$ cat src/design/charger_defines.svh
// Constants for the charger safety and fault supervisor
`ifndef CHARGER_DEFINES_SVH
`define CHARGER_DEFINES_SVH

// ----------------------------------------------------------------------
// Register offsets
// ----------------------------------------------------------------------
`define REG_CTRL_STATUS   8'h00
`define REG_CTRL          8'h01
`define REG_VOLTAGE       8'h02
`define REG_IDENT         8'h03
`define REG_CURRENT       8'h04
`define REG_SPECIAL       8'h05
`define REG_LIMIT_LOCK    8'h06

// ----------------------------------------------------------------------
// Reset values (defaults used at power-on and on reload)
// ----------------------------------------------------------------------
`define CTRL_RESET        8'h00
`define VOLTAGE_RESET     6'h02
`define CURRENT_RESET     8'h00
`define SPECIAL_RESET     8'h00
`define LIMIT_LOCK_RESET  7'h00
`define IDENT_VALUE       8'h5A

// ----------------------------------------------------------------------
// Field codes and encodings
// ----------------------------------------------------------------------
`define ILIM_100MA        2'b00
`define ILIM_NONE         2'b11
`define STAT_READY        2'b00
`define STAT_CHARGING     2'b01
`define STAT_DONE         2'b10
`define STAT_FAULT        2'b11
`define FAULT_NONE        3'b000
`define FAULT_VBUS_OVP    3'b001
`define FAULT_SLEEP       3'b010
`define FAULT_POOR_INPUT  3'b011
`define FAULT_BAT_OVP     3'b100
`define FAULT_THERMAL     3'b101
`define FAULT_NO_BATTERY  3'b111
`define VCAP_BASE_CODE    6'h23
`define VREG_TOP_CODE     6'h2F
`define SENSE_LOWEST_STEP 3'h0

// ----------------------------------------------------------------------
// Timing: printed times and the clock rate they are converted with
// ----------------------------------------------------------------------
`define CLK_FREQ_KHZ      40000
`define RETRY_TIME_MS     2000
`define PWM_STALL_TIME_MS 30
`define SOFT_START_TIME_MS 1
`define DETECT_TIME_MS    500
`define STAT_PULSE_TIME_US 128

`endif

$ cat src/design/charger_pkg.sv
// Types shared by the charger safety and fault supervisor
package charger_pkg;

  // Supervisor sequencing states
  typedef enum logic [3:0] {
    ST_WAIT_VALID,
    ST_CHARGE,
    ST_THERMAL,
    ST_SLEEP,
    ST_UV_RETRY,
    ST_OVP,
    ST_BAT_OVP,
    ST_DETECT,
    ST_DONE,
    ST_NOBAT_RETRY
  } sup_state_e;

endpackage

$ cat src/design/stat_pulse_gen.sv
// One-shot stretcher that turns a fault event into a fixed-width status pulse
`timescale 1ns/1ps

module stat_pulse_gen #(
  parameter int unsigned PULSE_CYCLES = 5120
) (
  input  wire logic sys_clk,
  input  wire logic rst,
  input  wire logic trigger,
  output logic      pulseOut
);

  logic [31:0] cnt_r;

  // A new trigger during a pulse restarts the full width
  always_ff @(posedge sys_clk) begin
    if (rst) begin
      cnt_r    <= 32'h0000_0000;
      pulseOut <= 1'b0;
    end else if (trigger) begin
      cnt_r    <= PULSE_CYCLES - 32'h0000_0001;
      pulseOut <= 1'b1;
    end else if (cnt_r != 32'h0000_0000) begin
      cnt_r    <= cnt_r - 32'h0000_0001;
    end else begin
      pulseOut <= 1'b0;
    end
  end

endmodule

$ cat src/design/charger_safety_fault_supervisor.sv
// Charger limit lock register, code clamping and fault sequencing
//
// Overview of operation
// - Charge voltage or current writes above the cap are stored as the cap.
// - Past short threshold the cap register reloads default, writable until another write.
// - Any other register write locks the cap register until battery drops below short.
// - Cap register holds current cap in bits 6:4 and voltage cap in 3:0.
// - Voltage cap code n allows charge voltage code 100011 plus n.
// - Current cap codes use the same eight sense steps as charge current.
// - Die foldback flag forces the lowest sense step regardless of programming.
// - Shutdown temperature suspends charging, sets fault 101, pulses status.
// - Thermal suspend freezes timers and state, resumes below foldback.
// - Input below battery plus sleep margin, above first threshold: sleep, block reverse.
// - Input below second threshold while charging: stop, pulse, status 11, fault 011.
// - After undervoltage wait retry interval, then restart if input above first threshold.
// - Input overvoltage: blocking switch off, suspend; while charging also fault 001, status 11, pulse; the code acts on it only in wait-valid and charge states.
// - Overvoltage clears when input drops back; resume only after revalidation.
// - With end-of-charge enable zero, no switching pulses for 30 ms: fault 100, status 11, pulse.
// - Termination with end-of-charge on: stop, status 10, detect discharge, fault 000.
// - Battery falling during detect: defaults reloaded, fault 111, retry after interval.
// - After power-on charge with default parameters until the host writes.
// - Raising voltage, input limit or current codes starts 1 ms soft-start.
// - Host sets constant-voltage flag without battery; device clears it on insertion.
// - Fault code reported in bits 2:0 of the control and status register.
// - Termination and battery detection only while end-of-charge enable is one.
// - Input limit code decodes 00 100 mA, 01 500, 10 800, 11 none.
`timescale 1ns/1ps
`include "charger_defines.svh"

module charger_safety_fault_supervisor #(
  parameter int unsigned RETRY_CYCLES  = `RETRY_TIME_MS * `CLK_FREQ_KHZ,
  parameter int unsigned STALL_CYCLES  = `PWM_STALL_TIME_MS * `CLK_FREQ_KHZ,
  parameter int unsigned SOFT_CYCLES   = `SOFT_START_TIME_MS * `CLK_FREQ_KHZ,
  parameter int unsigned DETECT_CYCLES = `DETECT_TIME_MS * `CLK_FREQ_KHZ,
  parameter int unsigned STAT_CYCLES   = (`STAT_PULSE_TIME_US * `CLK_FREQ_KHZ) / 1000
) (
  input  wire logic       sys_clk,
  input  wire logic       rst,
  // Register port from the serial interface engine
  input  wire logic       regWrEn,
  input  wire logic [7:0] regAddr,
  input  wire logic [7:0] regWrData,
  output logic      [7:0] regRdData,
  // Comparator and pin levels, asynchronous to sys_clk
  input  wire logic       tempFoldback,
  input  wire logic       tempShutdown,
  input  wire logic       vbusAboveMin1,
  input  wire logic       vbusBelowMin2,
  input  wire logic       vbusBelowBatSleep,
  input  wire logic       vbusOvp,
  input  wire logic       vbusValid,
  input  wire logic       vbatAboveShort,
  input  wire logic       vbatAboveRecharge,
  input  wire logic       vbatNearReg,
  input  wire logic       termCurrentReached,
  input  wire logic       pwmPulse,
  input  wire logic       batteryInserted,
  // Controls to the power stage
  output logic            chargeEnable,
  output logic            blockingSwitchOn,
  output logic            reverseBlock,
  output logic      [2:0] senseStep,
  output logic      [5:0] voltageCodeOut,
  output logic      [1:0] inputLimitOut,
  output logic            softStartActive,
  output logic            detectDischarge,
  output logic            timersHalt,
  output logic            statPin
);

  // ----------------------------------------------------------------------
  // Input synchronisers
  // ----------------------------------------------------------------------
  localparam int NSYNC = 13;
  logic [NSYNC-1:0] syncA_r;
  logic [NSYNC-1:0] syncB_r;
  logic             pwmDly_r;
  logic             shortDly_r;
  logic             batInsDly_r;
  wire              sTFold;
  wire              sTShut;
  wire              sMin1;
  wire              sMin2;
  wire              sSleepCmp;
  wire              sOvp;
  wire              sValid;
  wire              sShort;
  wire              sRecharge;
  wire              sNearReg;
  wire              sTermI;
  wire              sPwm;
  wire              sBatIns;

  // First stage feeds only the second one; all logic reads syncB_r
  always_ff @(posedge sys_clk) begin
    if (rst) begin
      syncA_r <= '0;
      syncB_r <= '0;
    end else begin
      syncA_r <= {tempFoldback, tempShutdown, vbusAboveMin1, vbusBelowMin2,
                  vbusBelowBatSleep, vbusOvp, vbusValid, vbatAboveShort,
                  vbatAboveRecharge, vbatNearReg, termCurrentReached,
                  pwmPulse, batteryInserted};
      syncB_r <= syncA_r;
    end
  end

  assign {sTFold, sTShut, sMin1, sMin2, sSleepCmp, sOvp, sValid, sShort,
          sRecharge, sNearReg, sTermI, sPwm, sBatIns} = syncB_r;

  // Edge history for pulse-style inputs
  always_ff @(posedge sys_clk) begin
    if (rst) begin
      pwmDly_r    <= 1'b0;
      shortDly_r  <= 1'b0;
      batInsDly_r <= 1'b0;
    end else begin
      pwmDly_r    <= sPwm;
      shortDly_r  <= sShort;
      batInsDly_r <= sBatIns;
    end
  end

  wire pwmEdge    = sPwm & ~pwmDly_r;
  wire shortRise  = sShort & ~shortDly_r;
  wire batInsRise = sBatIns & ~batInsDly_r;

  // ----------------------------------------------------------------------
  // Register storage
  // ----------------------------------------------------------------------
  logic [1:0] statCode_r;
  logic [2:0] faultCode_r;
  logic [7:0] ctrl_r;
  logic [5:0] voltCode_r;
  logic [1:0] voltLow_r;
  logic [7:0] curr_r;
  logic [7:0] special_r;
  logic [6:0] limit_r;
  logic       limitWritable_r;

  wire [1:0] ilimCode   = ctrl_r[7:6];
  wire       endEnable  = ctrl_r[3];
  wire [2:0] chgCurCode = curr_r[6:4];
  wire [2:0] curCap     = limit_r[6:4];
  wire [3:0] voltCap    = limit_r[3:0];
  wire [5:0] voltCapCode = `VCAP_BASE_CODE + {2'b00, voltCap};

  // Write decode
  wire wrCtrlStat = regWrEn & (regAddr == `REG_CTRL_STATUS);
  wire wrCtrl     = regWrEn & (regAddr == `REG_CTRL);
  wire wrVolt     = regWrEn & (regAddr == `REG_VOLTAGE);
  wire wrCurr     = regWrEn & (regAddr == `REG_CURRENT);
  wire wrSpecial  = regWrEn & (regAddr == `REG_SPECIAL);
  wire wrLimit    = regWrEn & (regAddr == `REG_LIMIT_LOCK);
  wire wrOther    = regWrEn & (regAddr != `REG_LIMIT_LOCK);

  // Clamp incoming codes against the caps
  wire [5:0] wrVoltCode = regWrData[7:2];
  wire [2:0] wrCurCode  = regWrData[6:4];
  wire [5:0] voltClamped = (wrVoltCode > voltCapCode) ? voltCapCode : wrVoltCode;
  wire [2:0] curClamped  = (wrCurCode > curCap) ? curCap : wrCurCode;

  // Raising any of the three codes requests soft-start
  wire raiseVolt = wrVolt & (voltClamped > voltCode_r);
  wire raiseCur  = wrCurr & (curClamped > chgCurCode);
  wire raiseIlim = wrCtrl & (regWrData[7:6] > ilimCode);
  wire ssStart   = raiseVolt | raiseCur | raiseIlim;

  // ----------------------------------------------------------------------
  // Fault sequencer
  // ----------------------------------------------------------------------
  charger_pkg::sup_state_e state_r;
  charger_pkg::sup_state_e state_nxt;
  logic [31:0] stCnt_r;
  logic        faultSet;
  logic [2:0]  faultVal;
  logic        statSet;
  logic [1:0]  statVal;
  logic        pulseReq;
  logic        loadDefaults;

  // Next state and the register side effects of each transition
  always_comb begin
    state_nxt    = state_r;
    faultSet     = 1'b0;
    faultVal     = `FAULT_NONE;
    statSet      = 1'b0;
    statVal      = `STAT_READY;
    pulseReq     = 1'b0;
    loadDefaults = 1'b0;
    case (state_r)
      charger_pkg::ST_WAIT_VALID: begin
        if (sOvp) begin
          state_nxt = charger_pkg::ST_OVP;
        end else if (sValid) begin
          state_nxt = charger_pkg::ST_CHARGE;
          statSet   = 1'b1;
          statVal   = `STAT_CHARGING;
        end
      end
      charger_pkg::ST_CHARGE: begin
        if (sOvp) begin
          state_nxt = charger_pkg::ST_OVP;
          faultSet  = 1'b1;
          faultVal  = `FAULT_VBUS_OVP;
          statSet   = 1'b1;
          statVal   = `STAT_FAULT;
          pulseReq  = 1'b1;
        end else if (sTShut) begin
          state_nxt = charger_pkg::ST_THERMAL;
          faultSet  = 1'b1;
          faultVal  = `FAULT_THERMAL;
          pulseReq  = 1'b1;
        end else if (sMin2) begin
          state_nxt = charger_pkg::ST_UV_RETRY;
          faultSet  = 1'b1;
          faultVal  = `FAULT_POOR_INPUT;
          statSet   = 1'b1;
          statVal   = `STAT_FAULT;
          pulseReq  = 1'b1;
        end else if (sSleepCmp && sMin1) begin
          state_nxt = charger_pkg::ST_SLEEP;
          faultSet  = 1'b1;
          faultVal  = `FAULT_SLEEP;
        end else if (endEnable && sNearReg && sTermI) begin
          state_nxt = charger_pkg::ST_DETECT;
          statSet   = 1'b1;
          statVal   = `STAT_DONE;
        end else if (!endEnable && stCnt_r >= STALL_CYCLES - 1) begin
          state_nxt = charger_pkg::ST_BAT_OVP;
          faultSet  = 1'b1;
          faultVal  = `FAULT_BAT_OVP;
          statSet   = 1'b1;
          statVal   = `STAT_FAULT;
          pulseReq  = 1'b1;
        end
      end
      charger_pkg::ST_THERMAL: begin
        if (!sTShut && !sTFold) begin
          state_nxt = charger_pkg::ST_CHARGE;
        end
      end
      charger_pkg::ST_SLEEP: begin
        if (!(sSleepCmp && sMin1)) begin
          state_nxt = charger_pkg::ST_WAIT_VALID;
        end
      end
      charger_pkg::ST_UV_RETRY: begin
        if (stCnt_r >= RETRY_CYCLES - 1 && sMin1) begin
          state_nxt = charger_pkg::ST_WAIT_VALID;
        end
      end
      charger_pkg::ST_OVP: begin
        if (!sOvp) begin
          state_nxt = charger_pkg::ST_WAIT_VALID;
        end
      end
      charger_pkg::ST_BAT_OVP: begin
        if (pwmEdge) begin
          state_nxt = charger_pkg::ST_CHARGE;
        end
      end
      charger_pkg::ST_DETECT: begin
        if (stCnt_r >= DETECT_CYCLES - 1) begin
          faultSet = 1'b1;
          if (sRecharge) begin
            state_nxt = charger_pkg::ST_DONE;
            faultVal  = `FAULT_NONE;
          end else begin
            state_nxt    = charger_pkg::ST_NOBAT_RETRY;
            faultVal     = `FAULT_NO_BATTERY;
            loadDefaults = 1'b1;
          end
        end
      end
      charger_pkg::ST_DONE: begin
        if (!sRecharge) begin
          state_nxt = charger_pkg::ST_WAIT_VALID;
        end
      end
      charger_pkg::ST_NOBAT_RETRY: begin
        if (stCnt_r >= RETRY_CYCLES - 1) begin
          state_nxt = charger_pkg::ST_WAIT_VALID;
        end
      end
      default: begin
        state_nxt = charger_pkg::ST_WAIT_VALID;
      end
    endcase
  end

  // State timer: frozen while thermally suspended, restarted by pulses in charge
  wire stEnter   = (state_nxt != state_r);
  wire cntClear  = stEnter | ((state_r == charger_pkg::ST_CHARGE) & pwmEdge);
  wire cntFreeze = (state_r == charger_pkg::ST_THERMAL);

  // Power-on reset lands in charge with defaults, no validation wait
  always_ff @(posedge sys_clk) begin
    if (rst) begin
      state_r <= charger_pkg::ST_CHARGE;
      stCnt_r <= 32'h0000_0000;
    end else begin
      state_r <= state_nxt;
      if (cntClear) begin
        stCnt_r <= 32'h0000_0000;
      end else if (!cntFreeze && stCnt_r != 32'hFFFF_FFFF) begin
        stCnt_r <= stCnt_r + 32'h0000_0001;
      end
    end
  end

  // ----------------------------------------------------------------------
  // Register updates
  // ----------------------------------------------------------------------
  // Hardware fault and status updates win over a host write in the same cycle
  always_ff @(posedge sys_clk) begin
    if (rst) begin
      statCode_r  <= `STAT_CHARGING;
      faultCode_r <= `FAULT_NONE;
    end else begin
      if (statSet) begin
        statCode_r <= statVal;
      end else if (wrCtrlStat) begin
        statCode_r <= regWrData[5:4];
      end
      if (faultSet) begin
        faultCode_r <= faultVal;
      end
    end
  end

  // Host-programmed registers; the defaults reload leaves the cap alone
  always_ff @(posedge sys_clk) begin
    if (rst || loadDefaults) begin
      ctrl_r    <= `CTRL_RESET;
      voltCode_r <= `VOLTAGE_RESET;
      voltLow_r <= 2'b00;
      curr_r    <= `CURRENT_RESET;
      special_r <= `SPECIAL_RESET;
    end else begin
      if (wrCtrl) begin
        ctrl_r <= regWrData;
      end
      if (wrVolt) begin
        voltCode_r <= voltClamped;
        voltLow_r  <= regWrData[1:0];
      end
      if (wrCurr) begin
        curr_r <= {regWrData[7], curClamped, regWrData[3:0]};
      end
      if (batInsRise) begin
        special_r[3] <= 1'b0;
      end else if (wrSpecial) begin
        special_r <= regWrData;
      end
    end
  end

  // Cap register and its lock
  always_ff @(posedge sys_clk) begin
    if (rst) begin
      limit_r         <= `LIMIT_LOCK_RESET;
      limitWritable_r <= 1'b1;
    end else if (!sShort || shortRise) begin
      limit_r         <= shortRise ? `LIMIT_LOCK_RESET : limit_r;
      limitWritable_r <= 1'b1;
    end else if (wrOther) begin
      limitWritable_r <= 1'b0;
    end else if (wrLimit && limitWritable_r) begin
      limit_r <= regWrData[6:0];
    end
  end

  // Soft-start window counter
  logic [31:0] ssCnt_r;
  always_ff @(posedge sys_clk) begin
    if (rst) begin
      ssCnt_r <= 32'h0000_0000;
    end else if (ssStart) begin
      ssCnt_r <= SOFT_CYCLES;
    end else if (ssCnt_r != 32'h0000_0000) begin
      ssCnt_r <= ssCnt_r - 32'h0000_0001;
    end
  end

  // ----------------------------------------------------------------------
  // Read data
  // ----------------------------------------------------------------------
  logic [7:0] rdMux;
  always_comb begin
    case (regAddr)
      `REG_CTRL_STATUS: rdMux = {2'b00, statCode_r, 1'b0, faultCode_r};
      `REG_CTRL:        rdMux = ctrl_r;
      `REG_VOLTAGE:     rdMux = {voltCode_r, voltLow_r};
      `REG_IDENT:       rdMux = `IDENT_VALUE;   // Arbitrary identity value
      `REG_CURRENT:     rdMux = curr_r;
      `REG_SPECIAL:     rdMux = special_r;
      `REG_LIMIT_LOCK:  rdMux = {1'b0, limit_r};
      default:          rdMux = 8'h00;
    endcase
  end

  // ----------------------------------------------------------------------
  // Power stage controls
  // ----------------------------------------------------------------------
  wire charging  = (state_r == charger_pkg::ST_CHARGE);
  wire [5:0] vEff = (voltCode_r > `VREG_TOP_CODE) ? `VREG_TOP_CODE : voltCode_r;
  wire [2:0] iEff = sTFold ? `SENSE_LOWEST_STEP : chgCurCode;
  wire ssOn      = (ssCnt_r != 32'h0000_0000);
  wire [1:0] ilimEff = (ssOn && ilimCode != `ILIM_NONE) ? `ILIM_100MA : ilimCode;

  // All top outputs are registered to keep them glitch-free at the pins
  always_ff @(posedge sys_clk) begin
    if (rst) begin
      regRdData        <= 8'h00;
      chargeEnable     <= 1'b0;
      blockingSwitchOn <= 1'b0;
      reverseBlock     <= 1'b0;
      senseStep        <= `SENSE_LOWEST_STEP;
      voltageCodeOut   <= `VOLTAGE_RESET;
      inputLimitOut    <= `ILIM_100MA;
      softStartActive  <= 1'b0;
      detectDischarge  <= 1'b0;
      timersHalt       <= 1'b0;
    end else begin
      regRdData        <= rdMux;
      chargeEnable     <= charging;
      blockingSwitchOn <= (state_r != charger_pkg::ST_OVP);
      reverseBlock     <= (state_r == charger_pkg::ST_SLEEP);
      senseStep        <= iEff;
      voltageCodeOut   <= vEff;
      inputLimitOut    <= ilimEff;
      softStartActive  <= ssOn;
      detectDischarge  <= (state_r == charger_pkg::ST_DETECT);
      timersHalt       <= (state_r == charger_pkg::ST_THERMAL);
    end
  end

  // Status pin stretcher for fault events
  stat_pulse_gen #(
    .PULSE_CYCLES (STAT_CYCLES)
  ) uStatPulse (
    .sys_clk  (sys_clk),
    .rst      (rst),
    .trigger  (pulseReq),
    .pulseOut (statPin)
  );

endmodule

$ cat config.mk
export PLATFORM = sky130hd
export DESIGN_NAME = charger_safety_fault_supervisor
export DESIGN_NICKNAME = d
export VERILOG_FILES = /design/src/design/charger_pkg.sv /design/src/design/stat_pulse_gen.sv /design/src/design/charger_safety_fault_supervisor.sv
export VERILOG_INCLUDE_DIRS = /design/src /design/src/design
export SDC_FILE = /design/constraint.sdc
export NUM_CORES = 1
export LEC_CHECK = 0
export BUFFER_PORTS_ARGS = -buffer_cell sky130_fd_sc_hd__clkbuf_2
export CORE_ASPECT_RATIO = 1.25
export CORE_MARGIN = 10
export CORE_UTILIZATION = 65
export CTS_CLUSTER_DIAMETER = 200
export DETAILED_ROUTE_END_ITERATION = 7
export GPL_ROUTABILITY_DRIVEN = 0
export HOLD_SLACK_MARGIN = 0.15
export PLACE_DENSITY = 0.84
export SETUP_SLACK_MARGIN = 0.15
export SYNTH_ARGS = -nofsm -noshare
export SYNTH_HDL_FRONTEND = slang
export SYNTH_SLANG_ARGS = --single-unit
$ cat constraint.sdc
create_clock -name sys_clk -period 5.9 [get_ports sys_clk]
set_input_delay 1.18 -clock sys_clk [delete_from_list [all_inputs] [get_ports sys_clk]]
set_output_delay 1.18 -clock sys_clk [all_outputs]
set_load 0.005 [all_outputs]
# --- After elaboration in Yosys (flattened, before gate mapping) ---
# Cells that the tools add are included.
totals:
  ff_bits: 200
  inputBits: 32
classes:
  addsub: 4
  magnitude_cmp: 9
  n_eq_ne: 23
  muxes: 76
  bitwise_logic: 21
  reduce_logical: 34
op_table:
  columns: ["cell", "n"]
  rows:
  - ["two-way mux 4 bit", 16]
  - ["nonzero test 32 bit", 2]
  - ["subtractor 32 x 1 -> 32 bit (second input constant)", 2]
  - ["one-hot mux 8 bit (7 select lines)", 1]
  - ["one-hot mux 4 bit (10 select lines)", 1]
  - ["adder 32 x 1 -> 32 bit (second input constant)", 1]
  - [">= comparator 32 x 21 -> 1 bit (second input constant)", 1]
  - [">= comparator 32 x 25 -> 1 bit (second input constant)", 1]
  - [">= comparator 32 x 27 -> 1 bit (second input constant)", 1]
  - ["two-way mux 16 bit", 2]
  - ["inequality test 32 bit (second input constant)", 1]
  - ["two-way mux 7 bit", 4]
  - ["two-way mux 1 bit", 27]
  - ["two-way mux 3 bit", 9]
  - ["two-way mux 13 bit", 2]
  - ["equality test 8 x 3 -> 1 bit (second input constant)", 3]
  - ["equality test 4 x 3 -> 1 bit (second input constant)", 4]
  - ["equality test 8 x 2 -> 1 bit (second input constant)", 2]
  - ["two-way mux 2 bit", 8]
  - ["OR reduction 2 bit", 8]
  - ["bitwise AND 1 bit", 14]
  - ["greater-than comparator 6 bit", 2]
  - ["two-way mux 6 bit", 2]
  - ["logical AND 1 bit", 9]
  - ["25 further kinds", 44]

# --- Longest topological paths before layout ---
# Gate-level depths: netlist (run 1).
logic_depth:
  depth_word: 12
  mapped_depth: 20
  depth_no_buf: 18

# --- By module ---
# From an unflattened synthesis (run 1), not the netlist that was laid out.
hier_totals:
  cells_unflattened: 1106
  hier_area_um2: 9594.2
modules_own_cells:
  columns: ["mod", "instances", "cells_each", "area_each_um2", "seq_area_each_um2"]
  rows:
  - ["charger_safety_fault_supervisor", 1, 914, 7955.1, 3343.2]
  - ["stat_pulse_gen", 1, 192, 1639.1, 660.6]

# --- Worst setup path after synthesis (run 1) ---
# OpenSTA, ideal clock, no wires.
synth_timing:
  path_type: "input to register"
  from: "input regWrData[5]"
  to: "register ssCnt_r[14]"
  setup_ns: 0.064
  t_arrival_ns: 3.931
  path_slack_ns: 1.905
  cell_stages: 15
  path_buffers: 2
  path_cell_list: "ha_1 -> and4_1 -> o21ai_0 -> a32oi_1 -> mux2i_1 -> ha_1 -> a21oi_1 -> nor2b_1 -> o21ai_0 -> o211ai_1 -> a31oi_1 -> nand2b_1 -> buf_2 -> buf_4 -> nor2_1"
synth_between:
  elab_chain_cells: 7
  elab_cells_between_ends: 11
  cone_classes: "order compare: 4; mux: 2; bitwise: 4; reduce/logical: 1"
synth_rtl:
  columns: ["item", "line", "source"]
  rows:
  - ["start: declaration", "charger_safety_fault_supervisor.sv:42", "input wire logic [7:0] regWrData,"]
  - ["greater-than comparator 6 bit", "charger_safety_fault_supervisor.sv:160", "wire [5:0] voltClamped = (wrVoltCode > voltCapCode) ? voltCapCode : wrVoltCode;"]
  - ["two-way mux 6 bit (*)", "charger_safety_fault_supervisor.sv:160", null]
  - ["named net voltClamped[3]", "charger_safety_fault_supervisor.sv:160", null]
  - ["greater-than comparator 6 bit (*)", "charger_safety_fault_supervisor.sv:164", "wire raiseVolt = wrVolt & (voltClamped > voltCode_r);"]
  - ["bitwise AND 1 bit (*)", "charger_safety_fault_supervisor.sv:164", null]
  - ["OR 1 bit (*) (2 in a row)", "charger_safety_fault_supervisor.sv:167", "wire ssStart = raiseVolt | raiseCur | raiseIlim;"]
  - ["OR reduction 2 bit (no line) (*)", null, null]
  - ["end signal: assignment", "charger_safety_fault_supervisor.sv:382", "ssCnt_r <= ssCnt_r - 32'h0000_0001;"]
  - ["end: declaration", "charger_safety_fault_supervisor.sv:375", "logic [31:0] ssCnt_r;"]
# The timed path passes the listed nets; every way through them passes the cells marked *.
# A chain may end at the register's enable or synchronous reset.

# --- Worst setup path in the final report (run 1) ---
layout_timing:
  from: "input regWrData[4]"
  to: "register ssCnt_r[0]"
layout_between:
  elab_chain_cells: 7
  elab_cells_between_ends: 11
  cone_classes: "order compare: 4; mux: 2; bitwise: 4; reduce/logical: 1"
layout_rtl:
  columns: ["item", "line", "source"]
  rows:
  - ["greater-than comparator 3 bit", "charger_safety_fault_supervisor.sv:161", "wire [2:0] curClamped = (wrCurCode > curCap) ? curCap : wrCurCode;"]
  - ["two-way mux 3 bit", "charger_safety_fault_supervisor.sv:161", null]
  - ["named net curClamped[1]", "charger_safety_fault_supervisor.sv:161", null]
  - ["greater-than comparator 3 bit", "charger_safety_fault_supervisor.sv:165", "wire raiseCur = wrCurr & (curClamped > chgCurCode);"]
  - ["bitwise AND 1 bit", "charger_safety_fault_supervisor.sv:165", null]
  - ["OR 1 bit (2 in a row)", "charger_safety_fault_supervisor.sv:167", null]
  - ["OR reduction 2 bit (no line)", null, null]
# The timed path passes the listed nets, and every way through them passes these cells.

==> summary.md, run 1 <==
| Metric | Value |
|---|---|
| Status | finished, final reports clean |
| Largest net degree at the start of global routing | 61 |
| Hold Path Sink | limitWritable_r |
| Worst slack, placed | 1080 ps |
| Largest stage delay on the critical path | 450 ps |
| CP Launch Type | primary input |
| Routed Antenna Nets | 0 |
| Post-synth EDFFs | 0 |
| Avg Cell Area, Syn | 8.70 µm² |
| Mapped cell area | a little under 10,000 µm² |
| Distinct cell type count after synthesis | 75 |
| CTS sink cnt | 200 |
| WP buf/inv | 4 |
| Inserted Diodes | 0 |
| Post-CTS setup buffers | 0 |
| Top cells by area, synth | dfxtp_1 41%, nor2_1 5.9%, xnor2_1 4.8% |
| Post-synthesis mux area share | 0.0228 |
| Root Driver | clkbuf_16 |
| Die outline height | 157 µm |
| First-pass GRT wire length | roughly 37 mm |
| Latest clock arrival within the worst-skew pair | ~430 ps |
| CTS buffer count | 17 |
| Crit-path max FO | 16 |
| Critical path endpoint category | flip-flop |
| Hold path start | shortDly_r |
| P&R area growth vs syn | 8.93% |
| Final Critical Period | 4450 ps |
| Cells after synthesis | 1,118 |
| CTS HTree Levels | 4 |
| Fraction of registers with async set/reset | 0 |
| Worst r2r path cells | 18 |
| Switching pwr | about 1.3 mW |
| Worst reg2reg endpoint | ssCnt_r[0] |
| Worst path depth | 18 |
| Synth Area in XOR/XNOR | 0.0839 |
| Fin Clk Skew | 9.93 ps |
| Simple-Gate Fraction of Synth Area | 0.298 |
| Core ar. | 14,500 µm² |
| VDD IR-drop max | 0.000281 V |
| Compound-gate portion of the synthesized area | 0.111 |
| Row cnt | 49 |
| Worst Path Arrival | 4810 ps |
| Vias per cell | 6.05 |
| First drt pass iteration count | 8 |
| P per Cell Area | 365 nW/µm² |
| Max-slew headroom at the worst pin | 0.239 |
| Antenna violations before repair | 0 |
| Slowest CP cell | nand2b_1 |
| Top FF cell, synth | dfxtp_1 |
| Post-CTS Resized | 0 |
| Number of global-route vias before repair | 7,850 |
| Routed Wire Length | 22.2 mm |
| HPWL after DPL | 15.4 mm |
| # IOs | just under 60 |
| Die Wd | 129 µm |
| Routed vias | around 8,100 |
| Crit Path Category | primary input to flip-flop |
| Sequential share of the synthesized area | 0.412 |
| Clock share of power | 0.308 |
| Final Total Pwr | between 3 and 4 mW |
| FF+latch count, synth | 200 |
| Finished Layout Cells | 1,333 |
| Power Internal | 2.59 mW |
| CP delay by family, top | compound AO/OA/AOI/OAI gates |
| Post-synth net total | 1,173 |
| Post-synthesis adder-cell area fraction | 0.0296 |
| CTS max path bufs | 2 |
| CP Data Required Time | 6260 ps |
| Share of cells above drive strength 1 | 0.128 |
| Class of the worst hold path | flip-flop to flip-flop |
| TNS Setup | 0 ps |
| Critical path cell sequence | clkbuf_2, inv_1, ha_1, nor2b_1, o21ai_0, nand2b_1, inv_1, a31oi_1, mux2i_1, ha_1, nor2b_1, o21a_1, o21ai_0, o22ai_1, a31oi_1, nand2b_1, buf_4, nor2_1 |
| Dpl cells | between 1,000 and 1,500 |
| IO Port Bufs | 57 |
| Most common cell after layout, fill and taps aside | dfxtp_1 |
| Starting DRT DRC Count | 853 |
| Dominant cell type by area after synthesis | dfxtp_1 |
| CTS tree | built |
| Yosys top cell area share | 0.412 |
| Drt drc | 0 |
| Final setup fails | 0 |
| Cts hold-fix bufs | 0 |
| Final net count | 1,200 |
| DIE AREA | 20,300 µm² |
| Fmax | 0.225 GHz |
| Total congestion overflow | 0 |
| Worst-Margin Slew | 1140 ps |
| DR WL/cell | 16.7 µm |
| Net Sw Frac | 0.331 |
| Max Cap Viol | 0 |
| Fin crit share | 0.754 |
| Worst-path clk slew | about 70 ps |
| Leak Pwr | 4.00 nW |
| Commonest non-fill, non-tap cells in the layout | 200 x dfxtp_1, 152 x nor2_1, 86 x nand2_1 |
| Setup ws final | 1450 ps |
| Initial core utilization | 0.669 |
| All-Layer GR Usage | 0.216 |
| Max-slew violation count | 0 |
| Flop pwr share | 0.419 |
| Fin. Hold Viols | 0 |
| WHS Path Cells | 1 |
| Comb power frac | 0.273 |
| RSZ-0062 raised after global routing | false |
| Largest family of logic cells by synthesized area | simple AND/OR/NAND/NOR gates |
| R2r setup slk | approximately 1500 ps |
| Synth Warn # | 0 |
| Worst r2r src | limit_r[0] |
[synth_stat cells (4+ instances only)]
library cell / count
a21oi_1: 56
nor4_1: 17
nor3b_1: 8
nand4_1: 12
nor2_1: 152
and4_1: 7
nor3_2: 31
nor4_2: 4
a22oi_1: 16
nor3_1: 39
nand2b_1: 9
nand3_1: 36
mux2i_1: 21
xnor2_1: 53
or3_1: 4
buf_2: 11
inv_1: 36
clkbuf_1: 32
buf_6: 7
o21ai_1: 4
ha_1: 23
xor2_1: 37
and3_1: 13
nand4b_1: 5
nor2b_1: 47
nand3b_1: 13
dfxtp_1: 200
a211oi_1: 7
o211ai_1: 4
and2_1: 8
nand2_1: 86
o21ai_0: 34
a31oi_1: 11
or4_1: 8
[per-layer routing]
layer  wire length, µm  global-route usage
met1              9240               0.253
met5                 0                   0
met3              1280              0.0443
met4               669              0.0857
met2             11000               0.376
[how the worst max path moves through the flow]
| stage | start | endpoint | slack (ps) |
|---|---|---|---|
| floorplan | regWrData[5] | ssCnt_r[14] | 1910 |
| global placement | regWrData[5] | ssCnt_r[2] | 1250 |
| detailed placement | regWrData[4] | ssCnt_r[0] | 1080 |
| CTS | regWrData[4] | ssCnt_r[0] | 1510 |
| global route | regWrData[4] | ssCnt_r[0] | 1140 |
| finish | regWrData[4] | ssCnt_r[0] | 1450 |
[cell type report]
type	count	area, µm²
fillers	1116	3940
clock inverters	9	139
multi-input cells	827	5300
inverters	36	135
clock buffers	20	457
flip-flops and latches	200	4000
repair buffers	63	330
well taps	178	223
[sequential cells by signal (all words and copies together), names as in the netlist, 2 cells and up]
signal and cells:
ctrl_r 8, syncA_r 13, regRdData 8, senseStep 3, faultCode_r 3, statCode_r 2
special_r 8, syncB_r 13, ssCnt_r 32, voltLow_r 2, voltageCodeOut 6, uStatPulse.cnt_r 32
state_r 4, stCnt_r 32, curr_r 8, limit_r 7, inputLimitOut 2, voltCode_r 6
[power by group through the flow]
stage          clock (mW)  combinational (mW)  sequential (mW)
6_report             1.19                1.06             1.62
3_3_place_gp            0                1.01             1.64
4_1_cts              1.20                1.05             1.62
5_1_grt              1.25                1.18             1.64
2_1_floorplan           0               0.894             1.61
3_5_place_dp            0                1.04             1.64
[stage by stage]
stage,utilization,hold WS (ps),instance area (µm²)
2_1_floorplan,-,377,9720
3_5_place_dp,0.688,400,10000
5_1_grt,0.729,426,10600
3_3_place_gp,0.688,382,10000
4_1_cts,0.729,416,10600
6_report,0.729,413,10600
[logic make-up (layout without fill, tap and decap cells)]
logic type	after synthesis	count (layout)
AO/OA/AOI/OAI	170	170
adder cells (fa/ha/maj)	23	23
XOR/XNOR	91	91
multiplexers	22	22
buffers and inverters	91	128
flip-flops	200	200
AND/OR/NAND/NOR	521	521
Power figures use the tool's default switching activity.
==> run 2, diff against run 1 <==
Settings changed: ABC_AREA set to 1, CORE_UTILIZATION 65 to 56, PLACE_DENSITY 0.84 to 0.77.
Clock period 5.9 ns to 3.6 ns, I/O delays scaled along.
==> summary.md, run 2 <==
| Metric | Value |
|---|---|
| Status | finished, final reports clean |
| Synth Warn # | 0 (unchanged) |
| Fin crit share | 0.924 |
| Worst reg2reg endpoint | ssCnt_r[29] |
| Vias per cell | 5.37 (-11%) |
| Final Critical Period | about 3300 ps |
| Largest stage delay on the critical path | 360 ps (-90 ps) |
| TNS Setup | 0 ps (unchanged) |
| WP buf/inv | 3 (-1) |
| Fin. Hold Viols | 0 (unchanged) |
| Antenna violations before repair | 0 (unchanged) |
| Fmax | between 0.3 and 0.4 GHz |
| Drt drc | 0 (unchanged) |
| CTS HTree Levels | 4 (unchanged) |
| Max-slew violation count | 0 (unchanged) |
| Root Driver | clkbuf_16 |
| Hold path start | syncA_r[4] |
| Post-synth EDFFs | 0 (unchanged) |
| Dpl cells | 1,720 (+32%) |
| First drt pass iteration count | 6 (-2) |
| Total congestion overflow | 0 (unchanged) |
| VDD IR-drop max | 0.000414 V (+47%) |
| Largest net degree at the start of global routing | 65 (+6.6%) |
| Row cnt | 55 (+12%) |
| Post-synth top cells | 270 x nand2_1, 232 x nor2_1, 200 x dfxtp_1, 184 x inv_1, 81 x a21oi_1 |
| CTS sink cnt | 200 (unchanged) |
| Worst Path Arrival | 3610 ps (-1200 ps) |
| Post-synth net total | 1,496 (+28%) |
| CTS buffer count | 17 (unchanged) |
| Count leader, synth | nand2_1 |
| P&R area growth vs syn | 13.4% |
| Number of global-route vias before repair | 8,801 (+12%) |
| Worst-Margin Slew | 1160 ps (+14.3 ps) |
| Critical path endpoint category | flip-flop |
| Share of cells above drive strength 1 | 0.158 (+0.0300) |
| Core ar. | 18,100 µm² (+25%) |
| Max Cap Viol | 0 (unchanged) |
| Commonest non-fill, non-tap cells in the layout | 267 x nand2_1, 229 x nor2_1, 197 x dfxtp_1 |
| CTS max path bufs | 2 (unchanged) |
| P per Cell Area | 619 nW/µm² (+70%) |
| CP delay by family, top | simple AND/OR/NAND/NOR gates |
| Final Total Pwr | 7.25 mW (+87%) |
| # IOs | 58 (unchanged) |
| Starting DRT DRC Count | 716 (-16%) |
| Biggest regs | ssCnt_r (32), stCnt_r (32), uStatPulse.cnt_r (32) |
| Cells after synthesis | 1,441 (+29%) |
| Avg Cell Area, Syn | 7.17 µm² (-18%) |
| CP Data Required Time | 3890 ps (-2370 ps) |
| Final net count | 1,572 (+31%) |
| CP Launch Type | flip-flop |
| CTS tree | built |
| DIE AREA | 24,300 µm² (+20%) |
| All-Layer GR Usage | 0.200 (-0.0165) |
| Inserted Diodes | 0 (unchanged) |
| Crit-path max FO | 7 (-9) |
| Top cells by area, synth | dfxtp_1 39%, nand2_1 9.8%, nor2_1 8.4% |
| Initial core utilization | 0.570 (-0.0987) |
| R2r setup slk | 270 ps (-1250 ps) |
| Routed vias | 9,446 (+17%) |
| Most common cell after layout, fill and taps aside | nand2_1 |
| Worst r2r src | limit_r[0] |
| Worst path depth | 22 (+4) |
| Worst-path clk slew | 80 ps (about the same) |
| Die Wd | 141 µm (+9.3%) |
| Worst Setup EP | ssCnt_r[29] |
| Worst r2r path cells | 22 (+4) |
| Slowest CP cell | dfxtp_2 |
| Top FF cell, synth | dfxtp_1 |
| Latest clock arrival within the worst-skew pair | 440 ps (about the same) |
| Leak Pwr | 4.94 nW (+24%) |
| First-pass GRT wire length | 40.6 mm (+11%) |
| DR WL/cell | 14.1 µm (-15%) |
| Sequential share of the synthesized area | 0.388 (-0.0240) |
| Fraction of registers with async set/reset | 0 (unchanged) |
| HPWL after DPL | 18.0 mm (+17%) |
| Dominant cell type by area after synthesis | dfxtp_1 |
| Distinct cell type count after synthesis | 50 (-33%) |
| Finished Layout Cells | 1,758 (+32%) |
| Yosys top cell area share | 0.388 (-0.0240) |
| Routed Antenna Nets | 0 (unchanged) |
| Fin Clk Skew | 11.4 ps (+1.46 ps) |
| IO Port Bufs | 57 (unchanged) |
| Routed Wire Length | 24.9 mm (+12%) |
| Crit Path Category | flip-flop to flip-flop |
| Critical path cell sequence | inv_2, ha_4, xnor2_2, inv_1, ha_1, nand2_2, o21ai_2, a21oi_2, or2_4, nand2_4, o21ai_4, ha_1, nand2_1, nor2_1, o21ai_1, o211ai_1, nand3_1, nand2_1, a31oi_4, nand2_4, clkbuf_16, nor3_4 |
| Mapped cell area | 10,300 µm² (+6.2%) |
| Final setup fails | 0 (unchanged) |
| Die outline height | 172 µm (+9.6%) |
| Critical path origin | limit_r[0] |
| Class of the worst hold path | flip-flop to flip-flop |
| Max-slew headroom at the worst pin | 0.222 (-0.0166) |
| Final design utilization | 0.647 (-0.0823) |
| FF+latch count, synth | 200 (unchanged) |
| RSZ-0062 raised after global routing | true |
run 2: changes by cell type after synthesis, moves of 32 or more:
cell     previous run  this run
xnor2_1            53        16
nand2_1            86       270
nor2b_1            47         0
nand3_1            36        68
inv_1              36       184
nor2_4              0        36
nor2_1            152       232
run 2: repair_timing:
action                     CTS  global route
pin swaps                    0            12
gates cloned                 0             4
hold endpoints to repair     0             0
hold buffers                 0             0
resized for setup            7            38
buffers inserted             0             2
setup endpoints to repair   32            32
run 2: worst min-delay path by stage:
| stage | to | slack [ps] | depth (start not counted) |
|---|---|---|---|
| 6_report | syncB_r[4] | 400 | 2 |
| 5_1_grt | syncB_r[5] | 420 | 2 |
| 4_1_cts | syncB_r[4] | 410 | 2 |
| 3_5_place_dp | limitWritable_r | 390 | 1 |
| 3_3_place_gp | limitWritable_r | 380 | 1 |
| 2_1_floorplan | limitWritable_r | 380 | 1 |
run 2: worst min-delay path, delay by kind of cell (launching register included):
kind / cells / cell delay [ps]
flip-flops: 1 / 300
AND/OR/NAND/NOR: 1 / 30
buffers and inverters: 1 / 40
run 2: logic make-up after synthesis:
family          Yosys count  share of synthesized area
simple gates            752                      0.346
buf+inv                 226                     0.0879
flops                   200                      0.388
compound gates          180                     0.0990
xor+xnor                 59                     0.0500
fa+ha+maj                23                     0.0279
mux                       1                   0.000970
run 2: layout make-up:
cell class              instances  area (µm²)
flip-flops and latches        200        4010
clock buffers                  18         439
fillers                      1640        6390
well taps                     228         285
multi-input cells            1016        5560
repair buffers                 77         487
clock inverters                14         156
inverters                     205         771
run 2: where the power goes:
group / total, mW / internal, mW / switching (mW)
combinational: 2.57 / 0.882 / 1.69
clock: 1.92 / 1.01 / 0.912
sequential: 2.76 / 2.50 / 0.266
run 2: stage by stage:
stage | worst slack (ps) | hold WS, ps | instance area (µm²)
detailed placement | -14.1 | 391 | 10900
global route | 50.0 | 421 | 11700
finish | 273 | 402 | 11700
global placement | 125 | 383 | 10900
CTS | 178 | 405 | 11500
floorplan | 204 | 381 | 10300
run 2: per-layer routing:
metal / vias up / global-route usage / share of wire
met5: - / 0 / 0
met4: 0 / 0.0903 / 0.032
met3: 55 / 0.0406 / 0.048
met2: 286 / 0.330 / 0.48
met1: 4335 / 0.245 / 0.44
li1: 4770 / - / -
==> run 3, diff against run 2 <==
Settings changed: CORE_UTILIZATION 56 to 39, CTS_BUF_LIST set to sky130_fd_sc_hd__clkbuf_4 sky130_fd_sc_hd__clkbuf_8 sky130_fd_sc_hd__clkbuf_16, PLACE_DENSITY 0.77 to not set, TNS_END_PERCENT set to 30.
==> summary.md, run 3 (synthesis gave the netlist of run 2 again) <==
| Metric | Value |
|---|---|
| Drt drc | 0 (unchanged) |
| Worst r2r src | limit_r[0] |
| Critical path cell sequence | inv_1, ha_2, xnor2_2, inv_1, ha_1, nand2_2, o21ai_2, a21oi_2, or2_4, nand2_1, o21ai_2, ha_1, nand2_1, nor2_1, o21ai_1, o211ai_1, nand3_1, nand2_2, a31oi_4, nand2_4, buf_12, nor3b_1 |
| Biggest regs | ssCnt_r (32), stCnt_r (32), uStatPulse.cnt_r (32) |
| Max-slew headroom at the worst pin | 0.344 (+0.122) |
| Starting DRT DRC Count | 500 (-30%) |
| CTS sink cnt | 200 (unchanged) |
| Critical path endpoint category | flip-flop |
| R2r setup slk | 320 ps (+50 ps) |
| Number of global-route vias before repair | 8,973 (+2.0%) |
| Initial core utilization | 0.396 (-0.175) |
| Largest net degree at the start of global routing | 65 (unchanged) |
| First drt pass iteration count | 8 (+2) |
| Number of fill cells | 2,774 (+69%) |
| CP Launch Type | flip-flop |
| Crit-path max FO | 7 (unchanged) |
| Most common cell after layout, fill and taps aside | nand2_1 |
| Final Critical Period | 3280 ps (-49.8 ps) |
| Routed Wire Length | 25.7 mm (+3.5%) |
| Final setup fails | 0 (unchanged) |
| # IOs | 58 (unchanged) |
| RSZ-0062 raised after global routing | false |
| Worst-Margin Slew | 975 ps (-181 ps) |
| P&R area growth vs syn | 14.2% |
| P per Cell Area | 608 nW/µm² (-1.9%) |
| Inserted Diodes | 0 (unchanged) |
| DIE AREA | 33,400 µm² (+38%) |
| Critical path origin | limit_r[0] |
| GR met1 Demand/Resource | 0.195 (-0.0501) |
| Cts hold-fix bufs | 0 (unchanged) |
| Seq. cell area | 4010 µm² (unchanged) |
| Routed vias | 9,185 (-2.8%) |
| Row cnt | 66 (+20%) |
| Final net count | 1,574 (+0.13%) |
| Root Driver | clkbuf_16 |
| Largest stage delay on the critical path | 350 ps (about the same) |
| CTS max path bufs | 2 (unchanged) |
| Vias per cell | 4.91 (-8.7%) |
| Core ar. | 26,100 µm² (+44%) |
| HPWL after DPL | 19.4 mm (+7.6%) |
| CP Data Required Time | 3960 ps (+70 ps) |
| Crit Path Category | flip-flop to flip-flop |
| Fin Clk Skew | 13.4 ps (+2.00 ps) |
| Die outline height | 202 µm (+18%) |
| Max Cap Viol | 0 (unchanged) |
| Slowest CP cell | dfxtp_2 |
| Commonest non-fill, non-tap cells in the layout | 268 x nand2_1, 232 x nor2_1, 197 x dfxtp_1 |
| Worst-path clk slew | 70 ps (about the same) |
| Worst Setup EP | ssCnt_r[9] |
| Latest clock arrival within the worst-skew pair | 440 ps (about the same) |
| Antenna violations before repair | 0 (unchanged) |
| Max-slew violation count | 0 (unchanged) |
| CTS tree | built |
| Leak Pwr | 4.93 nW (-0.14%) |
| IO Port Bufs | 57 (unchanged) |
| Worst reg2reg endpoint | ssCnt_r[9] |
| CTS HTree Levels | 4 (unchanged) |
| VDD IR-drop max | 0.000360 V (-13%) |
| Class of the worst hold path | flip-flop to flip-flop |
| Die Wd | 166 µm (+17%) |
| First-pass GRT wire length | 43.1 mm (+6.2%) |
| GRT busiest layer | met2 |
| Met3 usage | 0.0275 (-0.0131) |
| Fin. Hold Viols | 0 (unchanged) |
| Worst r2r path cells | 22 (unchanged) |
| Share of cells above drive strength 1 | 0.153 (-0.00543) |
| Grt met2 use | 0.261 (-0.0683) |
| Area of the multi-input gates | 5490 µm² (-1.3%) |
| TNS Setup | 0 ps (unchanged) |
| Final hold slack | 398 ps (-4.52 ps) |
| Fin crit share | 0.910 (-0.0138) |
| Fmax | 0.305 GHz (+1.5%) |
| DR WL/cell | 13.7 µm (-2.8%) |
| CTS buffer count | 17 (unchanged) |
| All-Layer GR Usage | 0.156 (-0.0438) |
| Total congestion overflow | 0 (unchanged) |
| Status | finished, final reports clean |
| Worst Path Arrival | 3640 ps (+30 ps) |
| Routed Antenna Nets | 0 (unchanged) |
==> run 3: changes by cell type in the layout (fill, tap and decap cells not counted), moves of 3 or more <==
cell / previous run / this run
a21oi_1: 77 / 80
a21oi_2: 4 / 1
clkinvlp_4: 1 / 4
inv_6: 7 / 3
inv_8: 1 / 4
nor2_1: 229 / 232
nor2_4: 39 / 36
o21ai_1: 8 / 5
==> run 3: worst min-delay path by stage <==
stage	startpoint	endpoint	cells past startpoint
after global placement	shortDly_r	limitWritable_r	1
after floorplan	shortDly_r	limitWritable_r	1
after detailed placement	shortDly_r	limitWritable_r	1
final	syncA_r[6]	syncB_r[6]	2
after global routing	syncA_r[6]	syncB_r[6]	2
after CTS	syncA_r[6]	syncB_r[6]	2
==> run 3: stage by stage <==
stage                     instances  total power, mW  utilization  setup slack [ps]  cell area, µm²
final                          1872             7.16        0.452               323           11800
after global routing           1872             7.69        0.452               118           11800
after CTS                      1867             7.20        0.447               185           11700
after detailed placement       1835             5.24        0.424             -5.98           11100
after global placement         1835             5.21        0.424              85.2           11100
after floorplan                1441             4.71            -               204           10300
==> run 3: layer usage <==
layer  vias to the layer above  share of wire
li1                       4776              -
met1                      4217           0.46
met2                       156           0.49
met3                        36          0.037
met4                         0          0.019
met5                         -              0
==> run 3: power by group <==
part / switching (mW) / leakage (nW) / internal, mW
clock network: 0.941 / 0.278 / 0.995
logic: 1.61 / 3.02 / 0.860
registers: 0.260 / 1.63 / 2.50
total: 2.81 / 4.93 / 4.35
==> run 3: area by class of cell <==
| class | count | area share |
|---|---|---|
| flip-flops and latches | 200 | 0.340 |
| multi-input cells | 1016 | 0.465 |
| clock inverters | 14 | 0.0133 |
| well taps | 340 | 0.0361 |
| inverters | 205 | 0.0654 |
| clock buffers | 18 | 0.0367 |
| repair buffers | 79 | 0.0433 |
==> run 3: worst max-delay path, delay by kind of cell (launching register included) <==
kind            cells  cell delay [ps]
buf+inv             3              290
simple gates        9             1020
flops               1              350
xor+xnor            1              140
fa+ha+maj           3              790
compound gates      6              610
==> run 3: repair_timing <==
action | in CTS | in global routing
pin swaps | 0 | 6
setup endpoints to repair | 32 | 32
resized for setup | 7 | 19
cloned | 0 | 3
setup buffers | 0 | 2
